`src/hw/sci_sync_pkg.sv`:
```
// Package with register map, field positions, reset values and shared types of the baud and sync pin block.
package sci_sync_pkg;
   localparam logic [7:0] REG_IDX_DIV_HIGH = 8'hFC;
   localparam logic [7:0] REG_IDX_DIV_LOW = 8'hFD;
   localparam logic [7:0] REG_IDX_SYNC_IN = 8'hFE;
   localparam logic [7:0] REG_IDX_SYNC_OUT = 8'hFF;
   localparam logic [7:0] REG_IDX_CLK_CFG = 8'hFB;
   localparam logic [7:0] REG_IDX_CHAR_CFG = 8'hFA;
   localparam logic [7:0] REG_IDX_STATUS = 8'hF9;
   localparam logic [7:0] RST_SYNC_IN = 8'h03;
   localparam logic [7:0] RST_SYNC_OUT = 8'h01;
   localparam logic [7:0] RST_DIV = 8'h00;
   localparam logic [7:0] RST_CFG = 8'h00;
   localparam int BIT_SYNC_EN = 7;
   localparam int BIT_IN_INV = 6;
   localparam int BIT_RECEIVE_CLOCK_PIN_EDGE = 5;
   localparam int BIT_CARRIER_GATE = 4;
   localparam int BIT_CARRIER_LEVEL = 3;
   localparam int BIT_INPUTS_OFF = 2;
   localparam int BIT_OUT_INV = 7;
   localparam int BIT_OUT_IDLE = 6;
   localparam int BIT_TXCLK_EDGE = 5;
   localparam int BIT_TXCLK_IDLE = 4;
   localparam int BIT_REQ_FRAME = 3;
   localparam int BIT_REQ_LEVEL = 2;
   localparam int BIT_ECHO = 2;
   localparam int BIT_LOOP = 1;
   localparam int BIT_PAR_INV = 0;
   localparam int BIT_EVEN_PAR = 6;
   localparam logic [15:0] DIV_MIN = 16'h0002;
   localparam logic [1:0] RESP_OKAY = 2'b00;
   localparam logic [1:0] RESP_SLVERR = 2'b10;

   typedef struct packed {
      logic data;
      logic clk;
      logic carrier;
   } sync_in_pins_t;

   typedef struct packed {
      logic data;
      logic clk;
      logic request;
   } sync_out_pins_t;

   typedef struct packed {
      logic bit_data;
      logic active;
      logic last;
   } tx_bit_t;
endpackage

```
`src/hw/sci_sync_io.sv`:
```
// Baud generator, sync pin control and AXI4-Lite register slave of the serial interface.
//
// The AXI4-Lite slave port was left to the implementer.
`timescale 1ns/1ps
module sci_sync_io #(
   parameter int DIV_W = 16
) (
   input wire logic i_sys_clk,
   input wire logic i_sys_rst,
   input wire logic [9:0] i_awaddr,
   input wire logic i_awvalid,
   output logic o_awready,
   input wire logic [31:0] i_wdata,
   input wire logic [3:0] i_wstrb,
   input wire logic i_wvalid,
   output logic o_wready,
   output logic [1:0] o_bresp,
   output logic o_bvalid,
   input wire logic i_bready,
   input wire logic [9:0] i_araddr,
   input wire logic i_arvalid,
   output logic o_arready,
   output logic [31:0] o_rdata,
   output logic [1:0] o_rresp,
   output logic o_rvalid,
   input wire logic i_rready,
   input wire sci_sync_pkg::sync_in_pins_t i_pins,
   output sci_sync_pkg::sync_out_pins_t o_pins,
   input wire sci_sync_pkg::tx_bit_t i_tx_bit,
   input wire logic i_tx_valid,
   output logic o_tx_ready,
   output logic o_baud_tick,
   output logic o_rx_data,
   output logic o_rx_clk_tick,
   output logic o_tx_parity_odd
);
   import sci_sync_pkg::*;

   logic [7:0] div_hi_r, div_lo_r, sin_ctl_r, serial_data_output_ctl_r, clk_cfg_r, chr_cfg_r;
   logic aw_hold_r, w_hold_r;
   logic [9:0] aw_addr_r;
   logic [31:0] w_data_r;
   logic w_lane_r;
   logic [DIV_W-1:0] cnt_r, cnt_nxt;
   logic div_load_r;
   logic tick;
   logic sync_en, echo, loop;
   logic [7:0] sin_eff, serial_data_output_eff;
   logic rx_clk_q_r, rx_clk_prev_r;
   logic in_data, in_clk, in_carrier;
   logic carrier_active;
   logic phase_r;
   logic req_r;
   logic [1:0] buf_cnt_r;
   tx_bit_t buf_r [2];
   logic buf_rd_r;
   tx_bit_t cur_r;
   logic cur_valid_r;
   logic wr_fire;
   logic [15:0] divisor;

   assign divisor = {div_hi_r, div_lo_r};

   // Address and data are latched independently so the master may offer them in either order.
   assign o_awready = !aw_hold_r;
   assign o_wready = !w_hold_r;
   assign wr_fire = aw_hold_r && w_hold_r && !o_bvalid;

   always_ff @(posedge i_sys_clk) begin
      if (i_sys_rst) begin
         aw_hold_r <= 1'b0;
         w_hold_r <= 1'b0;
         aw_addr_r <= 10'h000;
         w_data_r <= 32'h0000_0000;
         w_lane_r <= 1'b0;
      end else begin
         if (i_awvalid && o_awready) begin
            aw_hold_r <= 1'b1;
            aw_addr_r <= i_awaddr;
         end else if (wr_fire) begin
            aw_hold_r <= 1'b0;
         end
         if (i_wvalid && o_wready) begin
            w_hold_r <= 1'b1;
            w_data_r <= i_wdata;
            w_lane_r <= i_wstrb[0];
         end else if (wr_fire) begin
            w_hold_r <= 1'b0;
         end
      end
   end

   // The byte address is four times the register index; writes to the status word or a hole answer with an error.
   logic w_ok;
   always_comb begin
      case (aw_addr_r[9:2])
         REG_IDX_DIV_HIGH, REG_IDX_DIV_LOW, REG_IDX_SYNC_IN, REG_IDX_SYNC_OUT: w_ok = 1'b1;
         REG_IDX_CLK_CFG, REG_IDX_CHAR_CFG: w_ok = 1'b1;
         default: w_ok = 1'b0;
      endcase
   end

   always_ff @(posedge i_sys_clk) begin
      if (i_sys_rst) begin
         o_bvalid <= 1'b0;
         o_bresp <= RESP_OKAY;
      end else if (wr_fire) begin
         o_bvalid <= 1'b1;
         o_bresp <= w_ok ? RESP_OKAY : RESP_SLVERR;
      end else if (i_bready) begin
         o_bvalid <= 1'b0;
      end
   end

   always_ff @(posedge i_sys_clk) begin
      if (i_sys_rst) begin
         div_hi_r <= RST_DIV;
         div_lo_r <= RST_DIV;
         sin_ctl_r <= RST_SYNC_IN;
         serial_data_output_ctl_r <= RST_SYNC_OUT;
         clk_cfg_r <= RST_CFG;
         chr_cfg_r <= RST_CFG;
         div_load_r <= 1'b0;
      end else begin
         div_load_r <= 1'b0;
         if (wr_fire && w_lane_r) begin
            case (aw_addr_r[9:2])
               REG_IDX_DIV_HIGH: begin
                  div_hi_r <= w_data_r[7:0];
                  div_load_r <= 1'b1;
               end
               REG_IDX_DIV_LOW: begin
                  div_lo_r <= w_data_r[7:0];
                  div_load_r <= 1'b1;
               end
               REG_IDX_SYNC_IN: sin_ctl_r <= w_data_r[7:0];
               REG_IDX_SYNC_OUT: serial_data_output_ctl_r <= w_data_r[7:0];
               REG_IDX_CLK_CFG: clk_cfg_r <= w_data_r[7:0];
               REG_IDX_CHAR_CFG: chr_cfg_r <= w_data_r[7:0];
               default: ;
            endcase
         end
      end
   end

   assign o_arready = !o_rvalid;

   always_ff @(posedge i_sys_clk) begin
      if (i_sys_rst) begin
         o_rvalid <= 1'b0;
         o_rdata <= 32'h0000_0000;
         o_rresp <= RESP_OKAY;
      end else if (i_arvalid && o_arready) begin
         o_rvalid <= 1'b1;
         o_rresp <= RESP_OKAY;
         case (i_araddr[9:2])
            REG_IDX_DIV_HIGH: o_rdata <= {24'h000000, div_hi_r};
            REG_IDX_DIV_LOW: o_rdata <= {24'h000000, div_lo_r};
            REG_IDX_SYNC_IN: o_rdata <= {24'h000000, sin_ctl_r};
            REG_IDX_SYNC_OUT: o_rdata <= {24'h000000, serial_data_output_ctl_r};
            REG_IDX_CLK_CFG: o_rdata <= {24'h000000, clk_cfg_r};
            REG_IDX_CHAR_CFG: o_rdata <= {24'h000000, chr_cfg_r};
            REG_IDX_STATUS: o_rdata <= {28'h0000000, buf_cnt_r, req_r, phase_r};
            default: begin
               o_rdata <= 32'h0000_0000;
               o_rresp <= RESP_SLVERR;
            end
         endcase
      end else if (i_rready) begin
         o_rvalid <= 1'b0;
      end
   end

   // Stick parity flips the even/odd choice for the transmit parity output.
   assign o_tx_parity_odd = ~(chr_cfg_r[BIT_EVEN_PAR] ^ clk_cfg_r[BIT_PAR_INV]);

   // Divider: a write reloads at once so no stale long count precedes the first period.
   always_comb begin
      cnt_nxt = cnt_r;
      if (divisor < DIV_MIN) begin
         cnt_nxt = '0;
      end else if (div_load_r || cnt_r <= DIV_W'(1)) begin
         cnt_nxt = DIV_W'(divisor);
      end else begin
         cnt_nxt = cnt_r - DIV_W'(1);
      end
   end

   always_ff @(posedge i_sys_clk) begin
      if (i_sys_rst) begin
         cnt_r <= '0;
      end else begin
         cnt_r <= cnt_nxt;
      end
   end

   assign tick = (divisor >= DIV_MIN) && !div_load_r && (cnt_r == DIV_W'(1));
   assign o_baud_tick = tick;

   assign sync_en = sin_ctl_r[BIT_SYNC_EN];
   assign echo = clk_cfg_r[BIT_ECHO];
   assign loop = clk_cfg_r[BIT_LOOP];
   assign sin_eff = sync_en ? sin_ctl_r : 8'h00;
   assign serial_data_output_eff = sync_en ? serial_data_output_ctl_r : 8'h00;

   // Disabled inputs read as their inactive level.
   assign in_data = sin_eff[BIT_INPUTS_OFF] ? 1'b1 : i_pins.data;
   assign in_clk = sin_eff[BIT_INPUTS_OFF] ? 1'b0 : i_pins.clk;
   assign in_carrier = sin_eff[BIT_INPUTS_OFF] ? ~sin_eff[BIT_CARRIER_LEVEL] : i_pins.carrier;
   assign carrier_active = (in_carrier == sin_eff[BIT_CARRIER_LEVEL]);

   // Receiver data: loopback takes the transmit bit, polarity ignored there.
   assign o_rx_data = loop ? cur_r.bit_data : (in_data ^ sin_eff[BIT_IN_INV]);

   always_ff @(posedge i_sys_clk) begin
      if (i_sys_rst) begin
         rx_clk_q_r <= 1'b0;
         rx_clk_prev_r <= 1'b0;
      end else begin
         rx_clk_q_r <= in_clk ^ sin_eff[BIT_RECEIVE_CLOCK_PIN_EDGE];
         rx_clk_prev_r <= rx_clk_q_r;
      end
   end

   // A gated clock edge only counts while the carrier is at its active level.
   assign o_rx_clk_tick = loop ? tick :
      (rx_clk_q_r && !rx_clk_prev_r && (!sin_eff[BIT_CARRIER_GATE] || carrier_active));

   // Two-entry buffer between the transmitter and the pin sequencer.
   logic buf_push, buf_pop;
   assign o_tx_ready = (buf_cnt_r != 2'd2);
   assign buf_push = i_tx_valid && o_tx_ready;
   assign buf_pop = (buf_cnt_r != 2'd0) && (!cur_valid_r || (tick && phase_r));

   always_ff @(posedge i_sys_clk) begin
      if (i_sys_rst) begin
         buf_cnt_r <= 2'd0;
         buf_rd_r <= 1'b0;
         buf_r[0] <= '0;
         buf_r[1] <= '0;
      end else begin
         if (buf_push) begin
            buf_r[buf_rd_r ^ buf_cnt_r[0]] <= i_tx_bit;
         end
         if (buf_pop) begin
            buf_rd_r <= ~buf_rd_r;
         end
         buf_cnt_r <= buf_cnt_r + {1'b0, buf_push} - {1'b0, buf_pop};
      end
   end

   // Each bit spans two ticks: setup half then active-edge half.
   always_ff @(posedge i_sys_clk) begin
      if (i_sys_rst) begin
         cur_r <= '0;
         cur_valid_r <= 1'b0;
         phase_r <= 1'b0;
      end else begin
         if (buf_pop) begin
            cur_r <= buf_r[buf_rd_r];
            cur_valid_r <= 1'b1;
            phase_r <= 1'b0;
         end else if (cur_valid_r && tick) begin
            phase_r <= ~phase_r;
            if (phase_r) begin
               cur_valid_r <= 1'b0;
            end
         end
      end
   end

   // Request is raised with the first bit's setup and dropped after the last active edge.
   // A pop wins over the drop, so a frame queued right behind another stays framed.
   always_ff @(posedge i_sys_clk) begin
      if (i_sys_rst) begin
         req_r <= 1'b0;
      end else if (!serial_data_output_eff[BIT_REQ_FRAME]) begin
         req_r <= 1'b0;
      end else if (buf_pop) begin
         req_r <= 1'b1;
      end else if (cur_valid_r && tick && phase_r && cur_r.last) begin
         req_r <= 1'b0;
      end
   end

   logic clk_level, data_level, req_level;
   always_comb begin
      if (cur_valid_r) begin
         clk_level = phase_r ^ serial_data_output_eff[BIT_TXCLK_EDGE];
         data_level = cur_r.bit_data ^ serial_data_output_eff[BIT_OUT_INV];
      end else begin
         clk_level = ~serial_data_output_eff[BIT_TXCLK_IDLE];
         data_level = ~serial_data_output_eff[BIT_OUT_IDLE];
      end
      req_level = req_r ~^ serial_data_output_eff[BIT_REQ_LEVEL];
   end

   // Echo copies raw pins regardless of polarity bits; loopback holds data high.
   always_ff @(posedge i_sys_clk) begin
      if (i_sys_rst) begin
         o_pins <= '{data: 1'b1, clk: 1'b1, request: 1'b1};
      end else if (echo) begin
         o_pins <= '{data: i_pins.data, clk: i_pins.clk, request: i_pins.carrier};
      end else if (loop) begin
         o_pins <= '{data: 1'b1, clk: clk_level, request: 1'b1};
      end else begin
         o_pins <= '{data: data_level, clk: clk_level, request: req_level};
      end
   end
endmodule

```
`config.mk`:
```
export PLATFORM = sky130hd
export DESIGN_NAME = sci_sync_io
export DESIGN_NICKNAME = d
export VERILOG_FILES = /design/src/hw/sci_sync_pkg.sv /design/src/hw/sci_sync_io.sv
export SDC_FILE = /design/constraint.sdc
export NUM_CORES = 1
export LEC_CHECK = 0
export ABC_CLOCK_PERIOD_IN_PS = 2700
export BUFFER_PORTS_ARGS = -buffer_cell sky130_fd_sc_hd__buf_2
export CORE_MARGIN = 10
export CORE_UTILIZATION = 47
export DETAILED_ROUTE_END_ITERATION = 16
export GPL_ROUTABILITY_DRIVEN = 0
export PLACE_DENSITY = 0.71
export SYNTH_ARGS = -nofsm -noshare
export SYNTH_HDL_FRONTEND = slang
export SYNTH_SLANG_ARGS = --single-unit
```
`constraint.sdc`:
```
create_clock -name i_sys_clk -period 2.7 [get_ports i_sys_clk]
set_clock_uncertainty 0.05 [all_clocks]
set_input_delay 0.81 -clock i_sys_clk [delete_from_list [all_inputs] [get_ports i_sys_clk]]
set_output_delay 0.81 -clock i_sys_clk [all_outputs]
set_load 0.05 [all_outputs]
```
* Yosys cells after proc, flatten, opt, wreduce, memory -nomap -nowiden
Memories as Yosys holds them, arrays and structs flattened. A register that Yosys moved wholly into a read port is not among the register bits. Index checks and enable logic that the tools add are counted.
Operators by class: order comparisons 3, equal/unequal tests 16, multiplexer cells 37, add/subtract/negate cells 3, reduce and logical (&&, ||, !) cells 50, bitwise gates (word level) 15
Operators by type and width (count):
- $eq A8 B8 Y1 const B | 13
- $pmux W8 S7 | 1
- $mux W1 | 28
- $eq A16 B1 Y1 const B | 1
- $ge A16 B2 Y1 const B | 1
- $le A16 B1 Y1 const B | 1
- $logic_and A1 B1 Y1 | 16
- $lt A16 B2 Y1 const B | 1
- $mux W16 | 1
- $reduce_bool A2 Y1 | 8
- $sub A16 B1 Y16 const B | 1
- $reduce_and A2 Y1 | 7
- $reduce_or A2 Y1 | 5
- $mux W3 | 3
- $logic_not A1 Y1 | 8
- $mux W8 | 1
- $not A1 Y1 | 8
- $mux W7 | 1
- $reduce_or A7 Y1 | 1
- $reduce_or A6 Y1 | 1
- $xor A1 B1 Y1 | 6
- $mux W2 | 2
- $logic_or A1 B1 Y1 | 3
- $reduce_or A3 Y1 | 1
- 5 further kinds | 5
Storage, ports and cells: memories kept 1, bits in writable memories 6, bits in registers 135, output and inout bits 49, word-level logic and storage cells 153, input port bits 70
Memory list:
- buf_r | depth 2, bits a word 3, read ports 1, clocked after memory_dff 1, write ports 2, line sci_sync_io.sv:55 | tx_bit_t buf_r [2];

* Logic depth before layout (Yosys ltp)
Gate-level depths: netlist of run 1.
depth after elaboration 8, mapped depth 11, mapped depth without buffers 11

* Worst setup path before layout of run 1
Ideal clock, no wire load.
path kind register to output, from reg cnt_r[3], to out o_baud_tick, stages on the path, launching flop included 6, required time 1840 ps, slack -897 ps, arrival time 2737 ps, path buffers 1, cell sequence dfxtp_1 -> nor4_4 -> and2_1 -> buf_4 -> nand4_1 -> nor4b_1
Between the ends: longest elaborated chain between the ends 2
RTL lines:
- start: declaration | line sci_sync_io.sv:44 | logic [DIV_W-1:0] cnt_r, cnt_nxt;
- start signal: assignment | line sci_sync_io.sv:193 | cnt_r <= cnt_nxt;
- $eq A16 B1 Y1 | line sci_sync_io.sv:197 | assign tick = (divisor >= DIV_MIN) && !div_load_r && (cnt_r == DIV_W'(1));
- $logic_and A1 B1 Y1 | line sci_sync_io.sv:197
- end: declaration | line sci_sync_io.sv:32 | output logic o_baud_tick,
No other way between the ends.

* Final worst setup path of run 1
Same ends and word-level chain as after synthesis.

==> metrics.txt, run 1 <==
number of nets at the end of the flow 713; Finish-stage setup viols 1; full die area 0.0160 mm^2; most frequent cells after synthesis dfxtp_1, nor2_1, mux2i_1; slew at the pin closest to its max-slew limit 0.651 ns; cell area after layout 0.00646 mm^2; Ant. Diodes 0; Die Ht ~130 um; hold crit path type register to register; Highest Clock Rate 360 MHz; Worst-path clk slew ~0.060 ns; H-tree depth 4; library cell with the largest summed area after synthesis dfxtp_1; area overhead of the layout relative to synthesis 21.0%; classification of the worst setup path register to output port; Clk network pwr share 0.459; effective utilization at floorplan 0.486; portion of total power attributed to combinational logic 0.133; crit-path max FO 4; total I/O pin count 119; static power due to leakage around 2.7 nW; pin count of the biggest net entering global routing 47; final worst path period need between 2 and 3 ns; detailed-route wire length around 13,000 um; Yosys warning total 0; net switching power figure between 1 and 1.5 mW; slowest cell on the critical path dfxtp_2; cell internal power dissipation about 3.3 mW; count of state elements after synthesis ~110; first-pass detailed-route iteration total 4; max-capacitance violation count 0; launch point of the worst reg-to-reg path cnt_r[1]$_SDFF_PP0_; total instance count after detailed placement approximately 760; total count of hold-check failures in the final report 0; Fin Setup TNS -0.0803 ns; proportion of layout cells with a drive suffix above 1 0.247; critical-path cell list nor4_4 > and2_4 > nand4_1 > nor4b_4 > buf_6; arrival time worst endpoint between 1.5 and 2 ns; worst-case register-to-register setup slack around 0.32 ns; Hold Path Origin w_lane_r$_SDFFE_PP0P_; data required time at the worst endpoint roughly 1.8 ns; number of antenna violations at the first check in global routing 0; TritonCTS clock tree yes; quantity of I/O buffers inserted on ports 60; clock buffer depth 2; per-cell via count in the routed design 5.48; worst stage delay on the critical path 0.35 ns; clock latency reported for the late side of the worst-skew pair slightly above 0.4 ns; capture point of the worst path o_baud_tick; x dimension of the die ~130 um; fillcell total around 930; area used by multi-input combinational logic roughly 0.0029 mm^2; drt first-iter violations 306; Detail Placement HPWL 9690 um; number of nets with antenna violations after detailed routing 0; start point of the critical path cnt_r[3]$_SDFF_PP0_; Flop pwr share 0.408; violations in the final reports negative setup slack; Async S/R FF share, synth 0; RSZ-0062 raised after global routing true; Max Slew Vio Count 0; global-route wire length before repair roughly 22,000 um; worst path setup slack after routing -0.0803 ns; final non-filler cell total around 790; Clock Root Buffer clkbuf_16; Post-CTS Hold Buffers 0; most common cell in the synthesized netlist dfxtp_1; sw frac 0.287; clock buffers created by TritonCTS 17; Residual DRC 0; number of enable flip-flop cells after synthesis 4; storage element area 0.00231 mm^2; remaining max-slew budget at the tightest pin 0.564; Row Count 38; average size of a mapped cell between 9 and 10 um^2; Max VDD drop between 0.3 and 0.4 mV; biggest area contributors in the synthesized netlist dfxtp_1, mux2i_1, nor2_1; length in cells of the worst reg-to-reg path 12; CP endpoint kind output port; number of distinct library cells after synthesis 55; Top FF cell, synth dfxtp_1; sum of overflow across all layers after global routing 0; instance area after placement approximately 0.0058 mm^2; PD cells 709 mW/mm^2; via count of the routed design about 4,300; status complete, but fails checks; Core Box Area around 0.011 mm^2; CP Launch Type register; r2r endpoint buf_cnt_r[1]$_SDFF_PP0_; total routing resource utilization after global routing 0.167; sequential area share after synthesis 0.431; Num Clock Sinks 113; gate count of the mapped netlist 570; combined area of all synthesized cells 0.00534 mm^2; average wire per standard cell about 17 um; number of global-route vias before repair 4,309; fraction of post-synthesis cell area in the top cell type by area 0.409; share of the clock period used by the worst path 1.03
==> metal layers <==
metal	vias to the layer above	wire [um]	global-route usage
met5	-	0	0
met4	0	178	0.0603
met3	15	993	0.0562
met2	148	6250	0.259
met1	2074	6000	0.210
li1	2104	-	-
==> kinds of logic after synthesis <==
group           count (synthesis)  share of synthesized area
other cells                     1                   0.000703
mux                            69                      0.150
compound gates                 80                      0.109
flops                         113                      0.431
simple gates                  211                      0.191
xor+xnor                       24                     0.0394
fa+ha+maj                       4                    0.00938
buf+inv                        68                     0.0689
==> sequential cells by signal, indices dropped and copies added, names as in the netlist, 2 cells and up <==
register and flops:
aw_addr_r 8, buf_cnt_r 2, div_hi_r 8, sin_ctl_r 8, cur_r 2, serial_data_output_ctl_r 8
cnt_r 16, buf_r 4, w_data_r 8, o_rdata 8, div_lo_r 8, o_pins 3
clk_cfg_r 8, chr_cfg_r 8
==> per-stage QoR <==
stage                      util  hold slack [ns]  setup slack [ns]  power (mW)
after floorplan               -            0.382            0.0569        2.39
after global placement    0.527            0.394            0.0569        2.49
after detailed placement  0.527            0.401            0.0721        2.51
after CTS                 0.585            0.409           -0.0850        4.61
after global routing      0.588            0.439            -0.154        4.76
final                     0.588            0.409           -0.0803        4.58
==> critical path, delay by kind of cell, from the launching register on <==
kind          cells  cell delay, ns
buf+inv           1            0.19
flops             1            0.35
simple gates      4            0.98
==> layout by cell type, fill, tap and decap left out, types with 8 or more instances in the layout <==
master	synthesis	routed
dfxtp_1	109	102
nor2_1	97	96
buf_2	9	58
mux2i_1	55	55
nand2_1	41	40
conb_1	1	26
buf_4	27	24
a211oi_1	19	19
a21oi_1	17	17
clkbuf_16	0	17
nor3_1	15	15
xor2_1	15	15
nor2b_1	11	11
nand3_1	10	10
xnor2_1	9	9
o21ai_0	10	8
nand2b_1	8	8
mux4_2	8	8
==> how the worst min path moves through the flow <==
stage                          endpoint  slack (ns)  cells past startpoint
2_1_floorplan     w_lane_r$_SDFFE_PP0P_        0.38                      2
6_report          w_lane_r$_SDFFE_PP0P_        0.41                      2
3_5_place_dp      w_lane_r$_SDFFE_PP0P_        0.40                      2
4_1_cts           w_lane_r$_SDFFE_PP0P_        0.41                      2
5_1_grt        rx_clk_prev_r$_SDFF_PP0_        0.44                      1
3_3_place_gp      w_lane_r$_SDFFE_PP0P_        0.39                      2
==> power groups by stage <==
stage	registers, mW	clock network, mW	logic [mW]
2_1_floorplan	1.90	0	0.489
3_5_place_dp	1.90	0	0.611
3_3_place_gp	1.90	0	0.590
5_1_grt	1.88	2.21	0.669
6_report	1.87	2.10	0.611
4_1_cts	1.87	2.12	0.615
==> what timing repair did <==
action / in CTS / in global routing
pin swaps: 5 / 4
gates cloned: 0 / 0
gates resized for setup: 18 / 9
buffers inserted: 1 / 1
endpoints found under the setup margin: 2 / 2
==> cell type report <==
type / count / share of cell area
Clock buffer: 17 / 0.0659
Clock inverter: 15 / 0.0211
Inverter: 8 / 0.00465
Multi-Input combinational cell: 414 / 0.444
Sequential cell: 113 / 0.358
Tap cell: 140 / 0.0271
Timing Repair Buffer: 85 / 0.0794
Note: power is estimated with default switching activity, not from simulation.
==> run 2: changes to the inputs <==
--- a/config.mk
+++ b/config.mk
@@ -11,7 +11,7 @@
 export CORE_UTILIZATION = 47
 export DETAILED_ROUTE_END_ITERATION = 16
 export GPL_ROUTABILITY_DRIVEN = 0
-export PLACE_DENSITY = 0.71
+export PLACE_DENSITY_LB_ADDON = 0.2
 export SYNTH_ARGS = -nofsm -noshare
 export SYNTH_HDL_FRONTEND = slang
 export SYNTH_SLANG_ARGS = --single-unit
==> metrics.txt, run 2 (synthesis results as in run 1) <==
Core Box Area 0.0110 mm^2 (unchanged); sum of overflow across all layers after global routing 0 (unchanged); critical-path cell list nor4_4 > and2_4 > nand4_1 > nor4b_4 > buf_6; Hold Path Origin w_lane_r$_SDFFE_PP0P_; number of nets with antenna violations after detailed routing 0 (unchanged); quantity of I/O buffers inserted on ports 60 (unchanged); RSZ-0062 raised after global routing true; start point of the critical path cnt_r[4]$_SDFF_PP0_; CP Launch Type register; total I/O pin count 119 (unchanged); TritonCTS clock tree yes; Highest Clock Rate 365 MHz (+1.4%); total count of hold-check failures in the final report 0 (unchanged); slowest cell on the critical path dfxtp_2; full die area 0.0160 mm^2 (unchanged); max-capacitance violation count 0 (unchanged); instance area after placement 0.00582 mm^2 (+0.56%); launch point of the worst reg-to-reg path cnt_r[1]$_SDFF_PP0_; drt first-iter violations 297 (-2.9%); area overhead of the layout relative to synthesis 22.5%; number of flip-flops in the largest register 16 (unchanged); clock latency reported for the late side of the worst-skew pair 0.42 ns (about the same); crit-path max FO 3 (-1); worst hold slack 0.415 ns (+0.00542 ns); length in cells of the worst reg-to-reg path 13 (+1); worst path buffer plus inverter count 1 (unchanged); Finish-stage setup viols 2 (+1); Hold Path Sink w_lane_r$_SDFFE_PP0P_; worst path setup slack after routing -0.0409 ns (+0.0393 ns); pin count of the biggest net entering global routing 41 (-13%); clock buffer depth 2 (unchanged); number of global-route vias before repair 4,318 (+0.21%); via count of the routed design 4,307 (-0.78%); static power due to leakage 2.76 nW (+2.8%); number of cells traversed by the worst hold path 2 (unchanged); number of antenna violations at the first check in global routing 0 (unchanged); Row Count 38 (unchanged); remaining max-slew budget at the tightest pin 0.559 (-0.00546); Detail Placement HPWL 9800 um (+1.1%); per-cell via count in the routed design 5.37 (-2.0%); hold crit path type register to register; CP endpoint kind output port; total routing resource utilization after global routing 0.168 (+0.00158); global-route wire length before repair 21,800 um (-0.91%); final non-filler cell total 802 (+1.3%); cell area after layout 0.00654 mm^2 (+1.2%); violations in the final reports negative setup slack; final worst path period need 2.74 ns (-0.0393 ns); total instance count after detailed placement 764 (+0.79%); largest register by flop count cnt_r; commonest non-fill, non-tap cell in the layout dfxtp_1; dominant delay contributor by cell family on the critical path simple AND/OR/NAND/NOR gates; number of nets at the end of the flow 723 (+1.4%); Post-CTS Hold Buffers 0 (unchanged); PD cells 706 mW/mm^2 (-0.49%); effective utilization at floorplan 0.486 (unchanged); Clock Root Buffer clkbuf_16; worst-case register-to-register setup slack 0.23 ns (-0.09 ns); Max Slew Vio Count 0 (unchanged); first-pass detailed-route iteration total 4 (unchanged); Die Ht 127 um (unchanged); Ant. Diodes 0 (unchanged); Max VDD drop 0.479 mV (+47%); r2r endpoint buf_cnt_r[1]$_SDFF_PP0_; H-tree depth 4 (unchanged); Num Clock Sinks 113 (unchanged); classification of the worst setup path register to output port; x dimension of the die 127 um (unchanged); detailed-route wire length 13,400 um (-0.11%); most frequent cells in the layout dfxtp_1, nor2_1, buf_2, mux2i_1, nand2_1; share of the clock period used by the worst path 1.02 (-0.0146); slew at the pin closest to its max-slew limit 0.660 ns (+0.00967 ns); average wire per standard cell 16.7 um (-1.4%); Residual DRC 0 (unchanged); minimum setup slack after placement 0.0361 ns (-0.0361 ns); status complete, but fails checks; worst stage delay on the critical path 0.34 ns (about the same); Worst-path clk slew 0.05 ns (about the same); arrival time worst endpoint 1.88 ns (-0.04 ns); Total Power Consumption 4.61 mW (+0.73%); final core occ 0.595 (+0.00718); Fin Setup TNS -0.0809 ns (-0.000667 ns); clock buffers created by TritonCTS 17 (unchanged); data required time at the worst endpoint 1.84 ns (about the same); proportion of layout cells with a drive suffix above 1 0.254 (+0.00684)
run 2: how the worst max path moves through the flow:
| stage | endpoint | cells past startpoint | slack [ns] |
|---|---|---|---|
| CTS | o_rx_clk_tick | 9 | -0.09 |
| detailed placement | o_rx_clk_tick | 9 | 0.04 |
| global placement | o_rx_clk_tick | 9 | 0.05 |
| floorplan | o_baud_tick | 5 | 0.06 |
| global route | o_rx_clk_tick | 9 | -0.16 |
| finish | o_baud_tick | 5 | -0.04 |
run 2: worst min-delay path, cell delays in order (launching register included):
cell     delay, ns
dfxtp_1       0.31
nand2_1       0.05
a21oi_1       0.05
run 2: area by class of cell:
class                      instances  area [um^2]
clock buffer                      20          457
clock inverter                    12          114
fill                             958         4450
inverter                           8         30.0
multi-input combinational        414         2870
sequential                       113         2310
tap                              140          175
timing repair buffer              95          582
run 2: report_power, final:
part           internal (mW)  switching (mW)  leakage, nW
Clock                   1.39           0.748        0.289
Combinational          0.227           0.382         1.55
Sequential              1.77          0.0987        0.929
run 2: metal layers:
layer  vias up  track usage  share of wire
met5         -            0              0
met4         0       0.0589          0.015
met3        20       0.0641          0.066
met2       121        0.256           0.45
met1      2049        0.213           0.47
li1       2117            -              -
run 2: timing repair:
item | CTS | global route
setup buffers | 3 | 4
endpoints found under the setup margin | 2 | 4
resized for setup | 21 | 6
cloned | 0 | 0
pin swaps | 6 | 8
